[config.mk]
export PLATFORM = sky130hd
export DESIGN_NAME = dsbsp_port
export DESIGN_NICKNAME = d
export VERILOG_FILES = /design/src/design/dsbsp_pkg.sv /design/src/design/dsbsp_port.sv /design/src/design/dsbsp_fifo.sv
export SDC_FILE = /design/constraint.sdc
export NUM_CORES = 2
export LEC_CHECK = 0
export BUFFER_PORTS_ARGS = -buffer_cell sky130_fd_sc_hd__buf_2
export CORE_ASPECT_RATIO = 0.5
export CORE_UTILIZATION = 48
export CTS_CLUSTER_DIAMETER = 60
export CTS_CLUSTER_SIZE = 16
export DETAILED_ROUTE_END_ITERATION = 10
export GPL_TIMING_DRIVEN = 0
export PLACE_DENSITY = 0.72
export SETUP_SLACK_MARGIN = 0.5
export SYNTH_ARGS = -nofsm -noshare
export SYNTH_HDL_FRONTEND = slang
export SYNTH_SLANG_ARGS = --single-unit
[constraint.sdc]
create_clock -name mclk_in -period 3.5 [get_ports mclk_in]
set_input_delay 0.7 -clock mclk_in [delete_from_list [all_inputs] [get_ports mclk_in]]
set_output_delay 0.7 -clock mclk_in [all_outputs]
set_load 0.005 [all_outputs]
[src/design/dsbsp_pkg.sv]
package dsbsp_pkg;

  // ************************************************************
  // Widths and timing
  // ************************************************************
  localparam int WORD_W        = 18;
  localparam int LANE_W        = 9;
  localparam int LANES         = 2;
  localparam int ADDR_W        = 6;
  localparam int ZQ_PERIOD     = 1024;
  localparam int LOCK_CYCLES   = 1024;
  localparam int CLK_PERIOD_PS = 4000;
  localparam int STOP_TIME_PS  = 30000;
  localparam int STOP_CYCLES   = (STOP_TIME_PS + CLK_PERIOD_PS - 1) / CLK_PERIOD_PS;
  localparam int FIFO_DEPTH    = 4;

  // ************************************************************
  // Carriers
  // ************************************************************
  typedef struct packed {
    logic [ADDR_W-1:0]   addr;
    logic [LANES-1:0]    mask_lo_n;
    logic [LANES-1:0]    mask_hi_n;
    logic [WORD_W-1:0]   lo;
    logic [WORD_W-1:0]   hi;
  } dsbsp_wr_t;

  typedef struct packed {
    logic                rd_w;
    logic                transfer_enable_n;
    logic [ADDR_W-1:0]   addr;
    logic [LANES-1:0]    byte_lane_mask_n;
    logic [WORD_W-1:0]   data;
  } dsbsp_pins_t;

endpackage

[src/design/dsbsp_port.sv]
// Operation
// - Accesses start only at positive input rise
// - Read: select high, enable low, two words
// - First word at t+1.5, second at t+2
// - New read accepted every positive rise
// - Idle: finish reads, then release outputs
// - Write: select low, enable low, store address
// - Two write words, committed as one burst
// - New write accepted every positive rise
// - Idle: finish writes, ignore other inputs
// - Lane masks sampled per word, low writes
// - Output clocks high at power-on: single clock
// - Write after read is posted, committed later
// - Impedance re-tuned every 1024 cycles
// - Two free-running echo clocks driven
// - Loop locks 1024 cycles after stable clock
// - Clocks stopped 30 ns reset the loop
// - Loop disabled: one cycle read latency
// - Power-up deselected, read outputs released
// - Mask zero bits 8:0, one bits 17:9
`timescale 1ns/1ps
module dsbsp_port
  import dsbsp_pkg::*;
#(
  parameter int WORDS = 64
) (
  input  wire logic                          mclk_in,
  input  wire logic                          reset_in,
  input  wire logic                          ce_in,
  input  wire logic                          kclk_in,
  input  wire logic                          kclk_n_in,
  input  wire logic                          cclk_in,
  input  wire logic                          cclk_n_in,
  input  wire logic                          loop_disable_n_in,
  input  wire logic                          impedance_sense_in,
  input  wire dsbsp_pkg::dsbsp_pins_t        pins_in,
  output logic [dsbsp_pkg::WORD_W-1:0]       rdata_out,
  output logic                               rdata_oe_n_out,
  output logic                               echo_timing_out,
  output logic                               echo_timing_n_out,
  output logic                               loop_locked_out,
  output logic                               single_clock_out,
  output logic [3:0]                         impedance_code_out,
  output logic                               impedance_update_out
);
  import dsbsp_pkg::*;

  // ************************************************************
  // Input synchronisers
  // ************************************************************
  logic [3:0]  clk_s1;
  logic [3:0]  clk_s2;
  logic [3:0]  clk_d;
  dsbsp_pins_t pins_s1;
  dsbsp_pins_t pins_s2;
  logic        loop_disable_n_s1;
  logic        loop_disable_n_s2;
  logic        zq_s1;
  logic        zq_s2;

  always_ff @(posedge mclk_in) begin
    if (ce_in) begin
      clk_s1  <= {cclk_n_in, cclk_in, kclk_n_in, kclk_in};
      clk_s2  <= clk_s1;
      clk_d   <= clk_s2;
      pins_s1 <= pins_in;
      pins_s2 <= pins_s1;
      loop_disable_n_s1 <= loop_disable_n_in;
      loop_disable_n_s2 <= loop_disable_n_s1;
      zq_s1   <= impedance_sense_in;
      zq_s2   <= zq_s1;
    end
  end

  wire k_rise  = clk_s2[0] && !clk_d[0];
  wire kn_rise = clk_s2[1] && !clk_d[1];
  wire c_rise_raw  = clk_s2[2] && !clk_d[2];
  wire cn_rise_raw = clk_s2[3] && !clk_d[3];

  // ************************************************************
  // Strap capture after reset release
  // ************************************************************
  logic strap_done;
  logic single_clock;

  always_ff @(posedge mclk_in) begin
    if (reset_in) begin
      strap_done   <= 1'b0;
      single_clock <= 1'b0;
    end else if (ce_in && !strap_done && k_rise) begin
      strap_done   <= 1'b1;
      single_clock <= clk_s2[2] && clk_s2[3];
    end
  end

  wire p_out_rise = single_clock ? k_rise  : c_rise_raw;
  wire n_out_rise = single_clock ? kn_rise : cn_rise_raw;

  // ************************************************************
  // Loop lock and stop detection
  // ************************************************************
  logic [$clog2(LOCK_CYCLES):0] lock_cnt;
  logic [$clog2(STOP_CYCLES):0] idle_cnt;
  wire  loop_on   = loop_disable_n_s2;
  wire  clk_stall = (idle_cnt == ($clog2(STOP_CYCLES)+1)'(STOP_CYCLES));

  always_ff @(posedge mclk_in) begin
    if (reset_in) begin
      idle_cnt <= '0;
    end else if (ce_in) begin
      if (k_rise || kn_rise) begin
        idle_cnt <= '0;
      end else if (!clk_stall) begin
        idle_cnt <= idle_cnt + 1'b1;
      end
    end
  end

  always_ff @(posedge mclk_in) begin
    if (reset_in || !loop_on) begin
      lock_cnt <= '0;
    end else if (ce_in) begin
      if (clk_stall) begin
        lock_cnt <= '0;
      end else if (k_rise && lock_cnt != ($clog2(LOCK_CYCLES)+1)'(LOCK_CYCLES)) begin
        lock_cnt <= lock_cnt + 1'b1;
      end
    end
  end
  wire locked = (lock_cnt == ($clog2(LOCK_CYCLES)+1)'(LOCK_CYCLES));

  // ************************************************************
  // Impedance tuning
  // ************************************************************
  logic [$clog2(ZQ_PERIOD)-1:0] zq_cnt;
  logic [3:0]                   zq_code;
  logic                         zq_pulse;

  always_ff @(posedge mclk_in) begin
    if (reset_in) begin
      zq_cnt   <= '0;
      zq_code  <= 4'h8;
      zq_pulse <= 1'b0;
    end else if (ce_in) begin
      zq_pulse <= 1'b0;
      if (k_rise) begin
        zq_cnt <= zq_cnt + 1'b1;
        if (zq_cnt == '1) begin
          zq_pulse <= 1'b1;
          if (zq_s2 && zq_code != 4'hF) begin
            zq_code <= zq_code + 4'h1;
          end else if (!zq_s2 && zq_code != 4'h0) begin
            zq_code <= zq_code - 4'h1;
          end
        end
      end
    end
  end

  // ************************************************************
  // Write path: posted write register and array
  // ************************************************************
  logic [WORD_W-1:0] array_lo [WORDS];
  logic [WORD_W-1:0] array_hi [WORDS];
  dsbsp_wr_t         posted;
  logic              posted_valid;
  logic              wr_addr_valid;
  logic [ADDR_W-1:0] wr_addr;
  logic              wr_phase;

  wire access  = k_rise && !pins_s2.transfer_enable_n;
  wire rd_req  = access && pins_s2.rd_w;
  wire wr_req  = access && !pins_s2.rd_w;
  wire wdata_k = k_rise && wr_addr_valid;

  // commit posted write
  // A finished burst is retired before the next burst's first word can overwrite it
  wire commit = (wr_req || wdata_k) && posted_valid;

  always_ff @(posedge mclk_in) begin
    if (reset_in) begin
      wr_addr_valid <= 1'b0;
      wr_phase      <= 1'b0;
      posted_valid  <= 1'b0;
      wr_addr       <= '0;
      posted        <= '0;
    end else if (ce_in) begin
      if (k_rise) begin
        wr_addr_valid <= wr_req;
        wr_addr       <= pins_s2.addr;
      end
      if (wdata_k) begin
        posted.addr      <= wr_addr;
        posted.lo        <= pins_s2.data;
        posted.mask_lo_n <= pins_s2.byte_lane_mask_n;
        wr_phase         <= 1'b1;
        posted_valid     <= 1'b0;
      end else if (kn_rise && wr_phase) begin
        posted.hi        <= pins_s2.data;
        posted.mask_hi_n <= pins_s2.byte_lane_mask_n;
        wr_phase         <= 1'b0;
        posted_valid     <= 1'b1;
      end else if (commit) begin
        posted_valid <= 1'b0;
      end
    end
  end

  for (genvar l = 0; l < LANES; l++) begin : g_lane
    always_ff @(posedge mclk_in) begin
      if (ce_in && commit) begin
        if (!posted.mask_lo_n[l]) begin
          array_lo[posted.addr][l*LANE_W +: LANE_W] <= posted.lo[l*LANE_W +: LANE_W];
        end
        if (!posted.mask_hi_n[l]) begin
          array_hi[posted.addr][l*LANE_W +: LANE_W] <= posted.hi[l*LANE_W +: LANE_W];
        end
      end
    end
  end

  // ************************************************************
  // Read path
  // ************************************************************
  // posted forwarding
  wire  hit = posted_valid && posted.addr == pins_s2.addr;
  function automatic logic [WORD_W-1:0] merge(input logic [WORD_W-1:0] a,
                                              input logic [WORD_W-1:0] p,
                                              input logic [LANES-1:0] m);
    logic [WORD_W-1:0] r;
    r = a;
    for (int i = 0; i < LANES; i++) begin
      if (!m[i]) begin
        r[i*LANE_W +: LANE_W] = p[i*LANE_W +: LANE_W];
      end
    end
    return r;
  endfunction
  wire [WORD_W-1:0] rd_lo = hit ? merge(array_lo[pins_s2.addr], posted.lo, posted.mask_lo_n)
                                : array_lo[pins_s2.addr];
  wire [WORD_W-1:0] rd_hi = hit ? merge(array_hi[pins_s2.addr], posted.hi, posted.mask_hi_n)
                                : array_hi[pins_s2.addr];

  // Burst words queue up so back to back reads never overrun the output stage
  logic              fifo_ready;
  logic              fifo_valid;
  logic [WORD_W-1:0] fifo_data;
  logic              second_pending;
  logic [WORD_W-1:0] second_word;
  logic              take;
  logic [WORD_W-1:0] second_word_in;
  logic              rd_stage_valid;
  logic [2*WORD_W-1:0] rd_stage_data;

  // loop on: burst waits one K cycle before it may launch
  wire                rd_push      = loop_on ? (k_rise && rd_stage_valid) : rd_req;
  wire [2*WORD_W-1:0] rd_push_data = loop_on ? rd_stage_data : {rd_hi, rd_lo};

  always_ff @(posedge mclk_in) begin
    if (reset_in) begin
      rd_stage_valid <= 1'b0;
      rd_stage_data  <= '0;
    end else if (ce_in && k_rise) begin
      rd_stage_valid <= rd_req;
      rd_stage_data  <= {rd_hi, rd_lo};
    end
  end

  dsbsp_fifo #(
    .WIDTH (2*WORD_W),
    .DEPTH (FIFO_DEPTH)
  ) u_fifo (
    .mclk_in       (mclk_in),
    .reset_in      (reset_in),
    .ce_in         (ce_in),
    .in_valid_in   (rd_push),
    .in_ready_out  (fifo_ready),
    .in_data_in    (rd_push_data),
    .out_valid_out (fifo_valid),
    .out_ready_in  (take),
    .out_data_out  ({second_word_in, fifo_data})
  );

  wire first_edge  = loop_on ? n_out_rise : p_out_rise;
  wire second_edge = loop_on ? p_out_rise : n_out_rise;
  wire out_edge    = p_out_rise || n_out_rise;
  assign take = first_edge && fifo_valid && !second_pending;

  always_ff @(posedge mclk_in) begin
    if (reset_in) begin
      rdata_out      <= '0;
      rdata_oe_n_out <= 1'b1;
      second_pending <= 1'b0;
      second_word    <= '0;
    end else if (ce_in) begin
      if (take) begin
        rdata_out      <= fifo_data;
        rdata_oe_n_out <= 1'b0;
        second_pending <= 1'b1;
        second_word    <= second_word_in;
      end else if (second_edge && second_pending) begin
        rdata_out      <= second_word;
        second_pending <= 1'b0;
      end else if (out_edge && !second_pending) begin
        rdata_oe_n_out <= 1'b1;
      end
    end
  end

  // ************************************************************
  // Echo clocks and status
  // ************************************************************
  // echo clocks follow
  always_ff @(posedge mclk_in) begin
    if (reset_in) begin
      echo_timing_out   <= 1'b0;
      echo_timing_n_out <= 1'b0;
    end else if (ce_in) begin
      echo_timing_out   <= single_clock ? clk_s2[0] : clk_s2[2];
      echo_timing_n_out <= single_clock ? clk_s2[1] : clk_s2[3];
    end
  end

  assign loop_locked_out      = locked;
  assign single_clock_out     = single_clock;
  assign impedance_code_out   = zq_code;
  assign impedance_update_out = zq_pulse;
endmodule

[src/design/dsbsp_fifo.sv]
`timescale 1ns/1ps
module dsbsp_fifo #(
  parameter int WIDTH = 18,
  parameter int DEPTH = 4
) (
  input  wire logic             mclk_in,
  input  wire logic             reset_in,
  input  wire logic             ce_in,
  input  wire logic             in_valid_in,
  output logic                  in_ready_out,
  input  wire logic [WIDTH-1:0] in_data_in,
  output logic                  out_valid_out,
  input  wire logic             out_ready_in,
  output logic [WIDTH-1:0]      out_data_out
);
  localparam int AW = $clog2(DEPTH);

  logic [WIDTH-1:0] mem [DEPTH];
  logic [AW-1:0]    wr_ptr;
  logic [AW-1:0]    rd_ptr;
  logic [AW:0]      count;
  wire              push = in_valid_in && in_ready_out;
  wire              pop  = out_valid_out && out_ready_in;

  assign in_ready_out  = (count != (AW+1)'(DEPTH));
  assign out_valid_out = (count != '0);
  assign out_data_out  = mem[rd_ptr];

  always_ff @(posedge mclk_in) begin
    if (reset_in) begin
      wr_ptr <= '0;
      rd_ptr <= '0;
      count  <= '0;
    end else if (ce_in) begin
      if (push) begin
        mem[wr_ptr] <= in_data_in;
        wr_ptr      <= (wr_ptr == AW'(DEPTH-1)) ? '0 : wr_ptr + 1'b1;
      end
      if (pop) begin
        rd_ptr <= (rd_ptr == AW'(DEPTH-1)) ? '0 : rd_ptr + 1'b1;
      end
      count <= count + (AW+1)'(push) - (AW+1)'(pop);
    end
  end
endmodule

==> run_results.csv <==
group,metric,value,unit
setup_path,rr_worst_depth,5,
timing,tightest_slew,1.19,ns
setup_path,r2r-start,"posted[41]",
timing,fin_skew,0.0570,ns
grt,grt_start_max_net_pins,77,
timing,setup_ws,0.329,ns
synthesis,synth_edf_count,2520,
cts,max-clock-path-buffers,4,
final_layout,nets,6924,
die,initial_core_util,48.5,%
synthesis,synth_cells,6456,
synthesis,synth_xor_area_share,0.240,%
die,die-height,334,um
synthesis,yosysTopAreaCell,"edfxtp_1",
synthesis,synth_compound_area_share,6.09,%
power,combPwrFrac,8.3,%
placement,dp_slack,-1.66,ns
setup_path,slowest_delay,0.81,ns
power,peakVddDrop,476,uV
setup_path,cp-start-kind,"flop",
synthesis,synthesis.area,0.106,mm^2
drt,first_pass_iters,7,
setup_path,path_depth,5,
placement,place_area,0.110,mm^2
die,ios,65,
die,die_w,666,um
timing,setup_viol,0,
final_layout,final_cell_mix,"edfxtp_1 (2520), mux2i_1 (1177), a22oi_1 (461), nand2_1 (392), a21oi_1 (364)",
power,switchingPower,14.4,mW
synthesis,synth_top_area_share,71.6,%
final_layout,drive_gt1_share,17.8,%
drt,finalWirelength,312000,um
power,switching_share,23.4,%
min_path,hold_start,"pins_in[5]",
final_layout,synthToLayoutAreaGrowth,15.1,%
drt,drt_iter0_drc,9155,
setup_path,crit_buf_inv,1,
setup_path,cpMaxStageDelayCell,"nor2_2",
synthesis,yosys_warnings,0,
final_layout,final_util,55.7,%
placement,gp_congestion,0.962,
grt,grt_pass1_wl,428000,um
synthesis,yosysUniqueCellTypes,50,
final_layout,multi_input_area,0.0272,mm^2
setup_path,crit_chain,"buf_2, nand2_1, nor2_2, nand2_1, nor2_2",
power,p_clk_share,34.5,%
timing,fin_crit,3.17,ns
synthesis,ys_seq_elements,2699,
timing,relSlewSlack,20.8,%
setup_path,worstPathRequired,3.98,ns
timing,slew_viol_final,0,
timing,hold_viol_final,0,
drt,num_vias,62311,
final_layout,area.sequential,0.0793,mm^2
final_layout,final_common_cell,"edfxtp_1",
setup_path,crit_path_end_kind,"flop",
grt,grt_usage,27.0,%
drt,drc_errors,0,
setup_path,path_max_fanout,10,
cts,numClockSinks,2699,
job,drv_cap,0,
min_path,hold_class,"in -> reg",
die,num_rows,121,
cts,htree_num_levels,4,
power,p_leak,40.5,nW
run_status,status,"complete, no violations",
placement,port_buffers,63,
synthesis,synth_top_family_by_area,"multiplexers",
drt,via_per_inst,6.30,
grt,grt_remaining_overflow,0,
cts,clk_pin_slew,0.08,ns
synthesis,ys.flop_type,"edfxtp_1",
synthesis,ys_seq_area_share,75.0,%
power,p_seq_share,57.1,%
power,power.density,504,mW/mm^2
cts,clkLatencyLatePin,0.87,ns
min_path,holdPathEnd,"pins_s1[5]",
cts,cts_tree,"yes",
grt,grt_antenna_before_repair,16,
timing,period_share,90.6,%
synthesis,syn_avg_cell_area,16.4,um^2
cts,cts_inserted_buffers,196,
synthesis,synth_async_sr_flop_share,0,%
die,coreArea,0.218,mm^2
setup_path,critPathTopFamily,"simple AND/OR/NAND/NOR gates",
setup_path,rrSetupSlack,0.33,ns
drt,ant_nets,0,
synthesis,synth-simple-area-share,4.50,%
synthesis,synthTopCellsByArea,"edfxtp_1 (72%), mux2i_1 (11%), dfxtp_1 (3.4%)",
cts,cts_root_buf,"clkbuf_16",
timing,grt_setup_unrepaired,"yes",
synthesis,synth.area.mux_share,12.0,%
setup_path,worstPathArrival,3.65,ns
synthesis,synthAdderAreaFrac,0.204,%
grt,first_global_vias,58522,
die,die_area,0.222,mm^2
final_layout,filler_cell_count,16240,
power,p_int,47.0,mW
final_layout,final_area,0.122,mm^2
setup_path,r2r-end,"array_hi[11][10]",
setup_path,criticalPathCategory,"reg -> reg",
drt,wire_per_inst,31.5,um
timing,max_freq,315,MHz
synthesis,synthesis.nets,6509,
min_path,holdPathStages,1,
placement,hpwl,210000,um
power by group through the flow:
stage,logic (mW),registers (mW),clock network (mW)
4_1_cts,4.77,35.0,21.0
3_5_place_dp,4.46,35.8,0
2_1_floorplan,2.59,35.7,0
3_3_place_gp,4.42,35.8,0
6_report,5.12,35.0,21.2
5_1_grt,5.21,35.0,22.2
worst max path at each step:
stage	startpoint	end	slack [ns]
2_1_floorplan	clk_s2[0]	u_fifo.count[2]	0.73
3_3_place_gp	ce_in	array_hi[46][4]	-2.12
3_5_place_dp	ce_in	array_hi[46][6]	-1.66
4_1_cts	clk_d[0]	array_lo[63][7]	0.29
5_1_grt	clk_d[0]	array_hi[10][13]	0.32
6_report	posted[41]	array_hi[11][10]	0.33
timing repair:
action                                  CTS  global route
setup buffers                            19            80
gates resized for setup                 816           319
setup endpoints to repair              2486          2362
pin swaps                                26           136
hold buffers                             21             0
cloned                                    0             1
endpoints found under the hold margin    21             0
cells by family (layout without fill, tap and decap cells):
logic type	after synthesis	count (layout)
AO/OA/AOI/OAI	960	960
XOR/XNOR	29	29
adder cells (fa/ha/maj)	16	16
buffers and inverters	418	904
flip-flops	2699	2699
multiplexers	1221	1221
other	0	4
AND/OR/NAND/NOR	1113	1113
metal layers:
metal	global-route usage, %	vias to the layer above	part of all wire [%]
met1	36.5	31466	37
met5	0	-	0.044
met4	11.9	16	5.4
met3	7.07	791	13
met2	41.2	4166	45
li1	-	25872	-
area by class of cell:
class | count | share of cell area [%]
clock inverters | 12 | 0.106
repair buffers | 218 | 2.45
inverters | 18 | 0.0556
flip-flops and latches | 2699 | 65.2
clock buffers | 257 | 4.27
plain buffers | 399 | 2.48
well taps | 2952 | 3.04
diodes | 4 | 0.00823
multi-input cells | 3339 | 22.4
per-stage QoR:
stage	instances	hold WS, ns	setup TNS (ns)	power (mW)
after floorplan	6456	0.400	0	38.3
after global placement	9471	0.401	-4296.45	40.2
after detailed placement	9505	0.405	-2852.07	40.2
after CTS	9813	0.00154	0	60.8
after global routing	9894	0.0165	0	62.5
final	9898	0.0462	0	61.3
Yosys cell counts (3+ instances only):
master / count
a21oi_1: 376
nand2_1: 418
nand3b_1: 3
and3b_1: 4
nor3_1: 10
xor2_1: 12
clkbuf_1: 184
mux4_2: 37
buf_4: 76
nor4_1: 38
ha_1: 14
and2_1: 6
buf_1: 50
mux2i_1: 1178
buf_6: 22
a31oi_1: 37
nand4_1: 44
nor2b_1: 11
a311oi_2: 27
nor2_1: 395
and3_1: 4
a22oi_1: 469
buf_2: 68
a311oi_1: 10
nand2b_1: 4
o21ai_0: 8
nor3b_1: 6
mux2_2: 6
xnor2_1: 17
or3_1: 6
or2_2: 6
dfxtp_1: 179
inv_1: 16
a211oi_1: 21
edfxtp_1: 2520
nand3_1: 154
flip-flops by register name (all words and copies together) (netlist names), 6 cells and up, named ones only:
| register | cells |
|---|---|
| array_lo | 1152 |
| u_fifo.mem | 144 |
| rd_stage_data | 36 |
| second_word | 18 |
| pins_s2 | 28 |
| array_hi | 1152 |
| posted | 46 |
| pins_s1 | 28 |
| lock_cnt | 11 |
| zq_cnt | 10 |
| wr_addr | 6 |
| rdata_out | 18 |
worst reg2reg max path, cell delays in order (launching register included):
cell     delay [ns]
dfxtp_1        0.31
buf_2          0.22
nand2_1        0.12
nor2_2         0.81
nand2_1        0.63
nor2_2         0.69
Power figures use the tool's default switching activity.
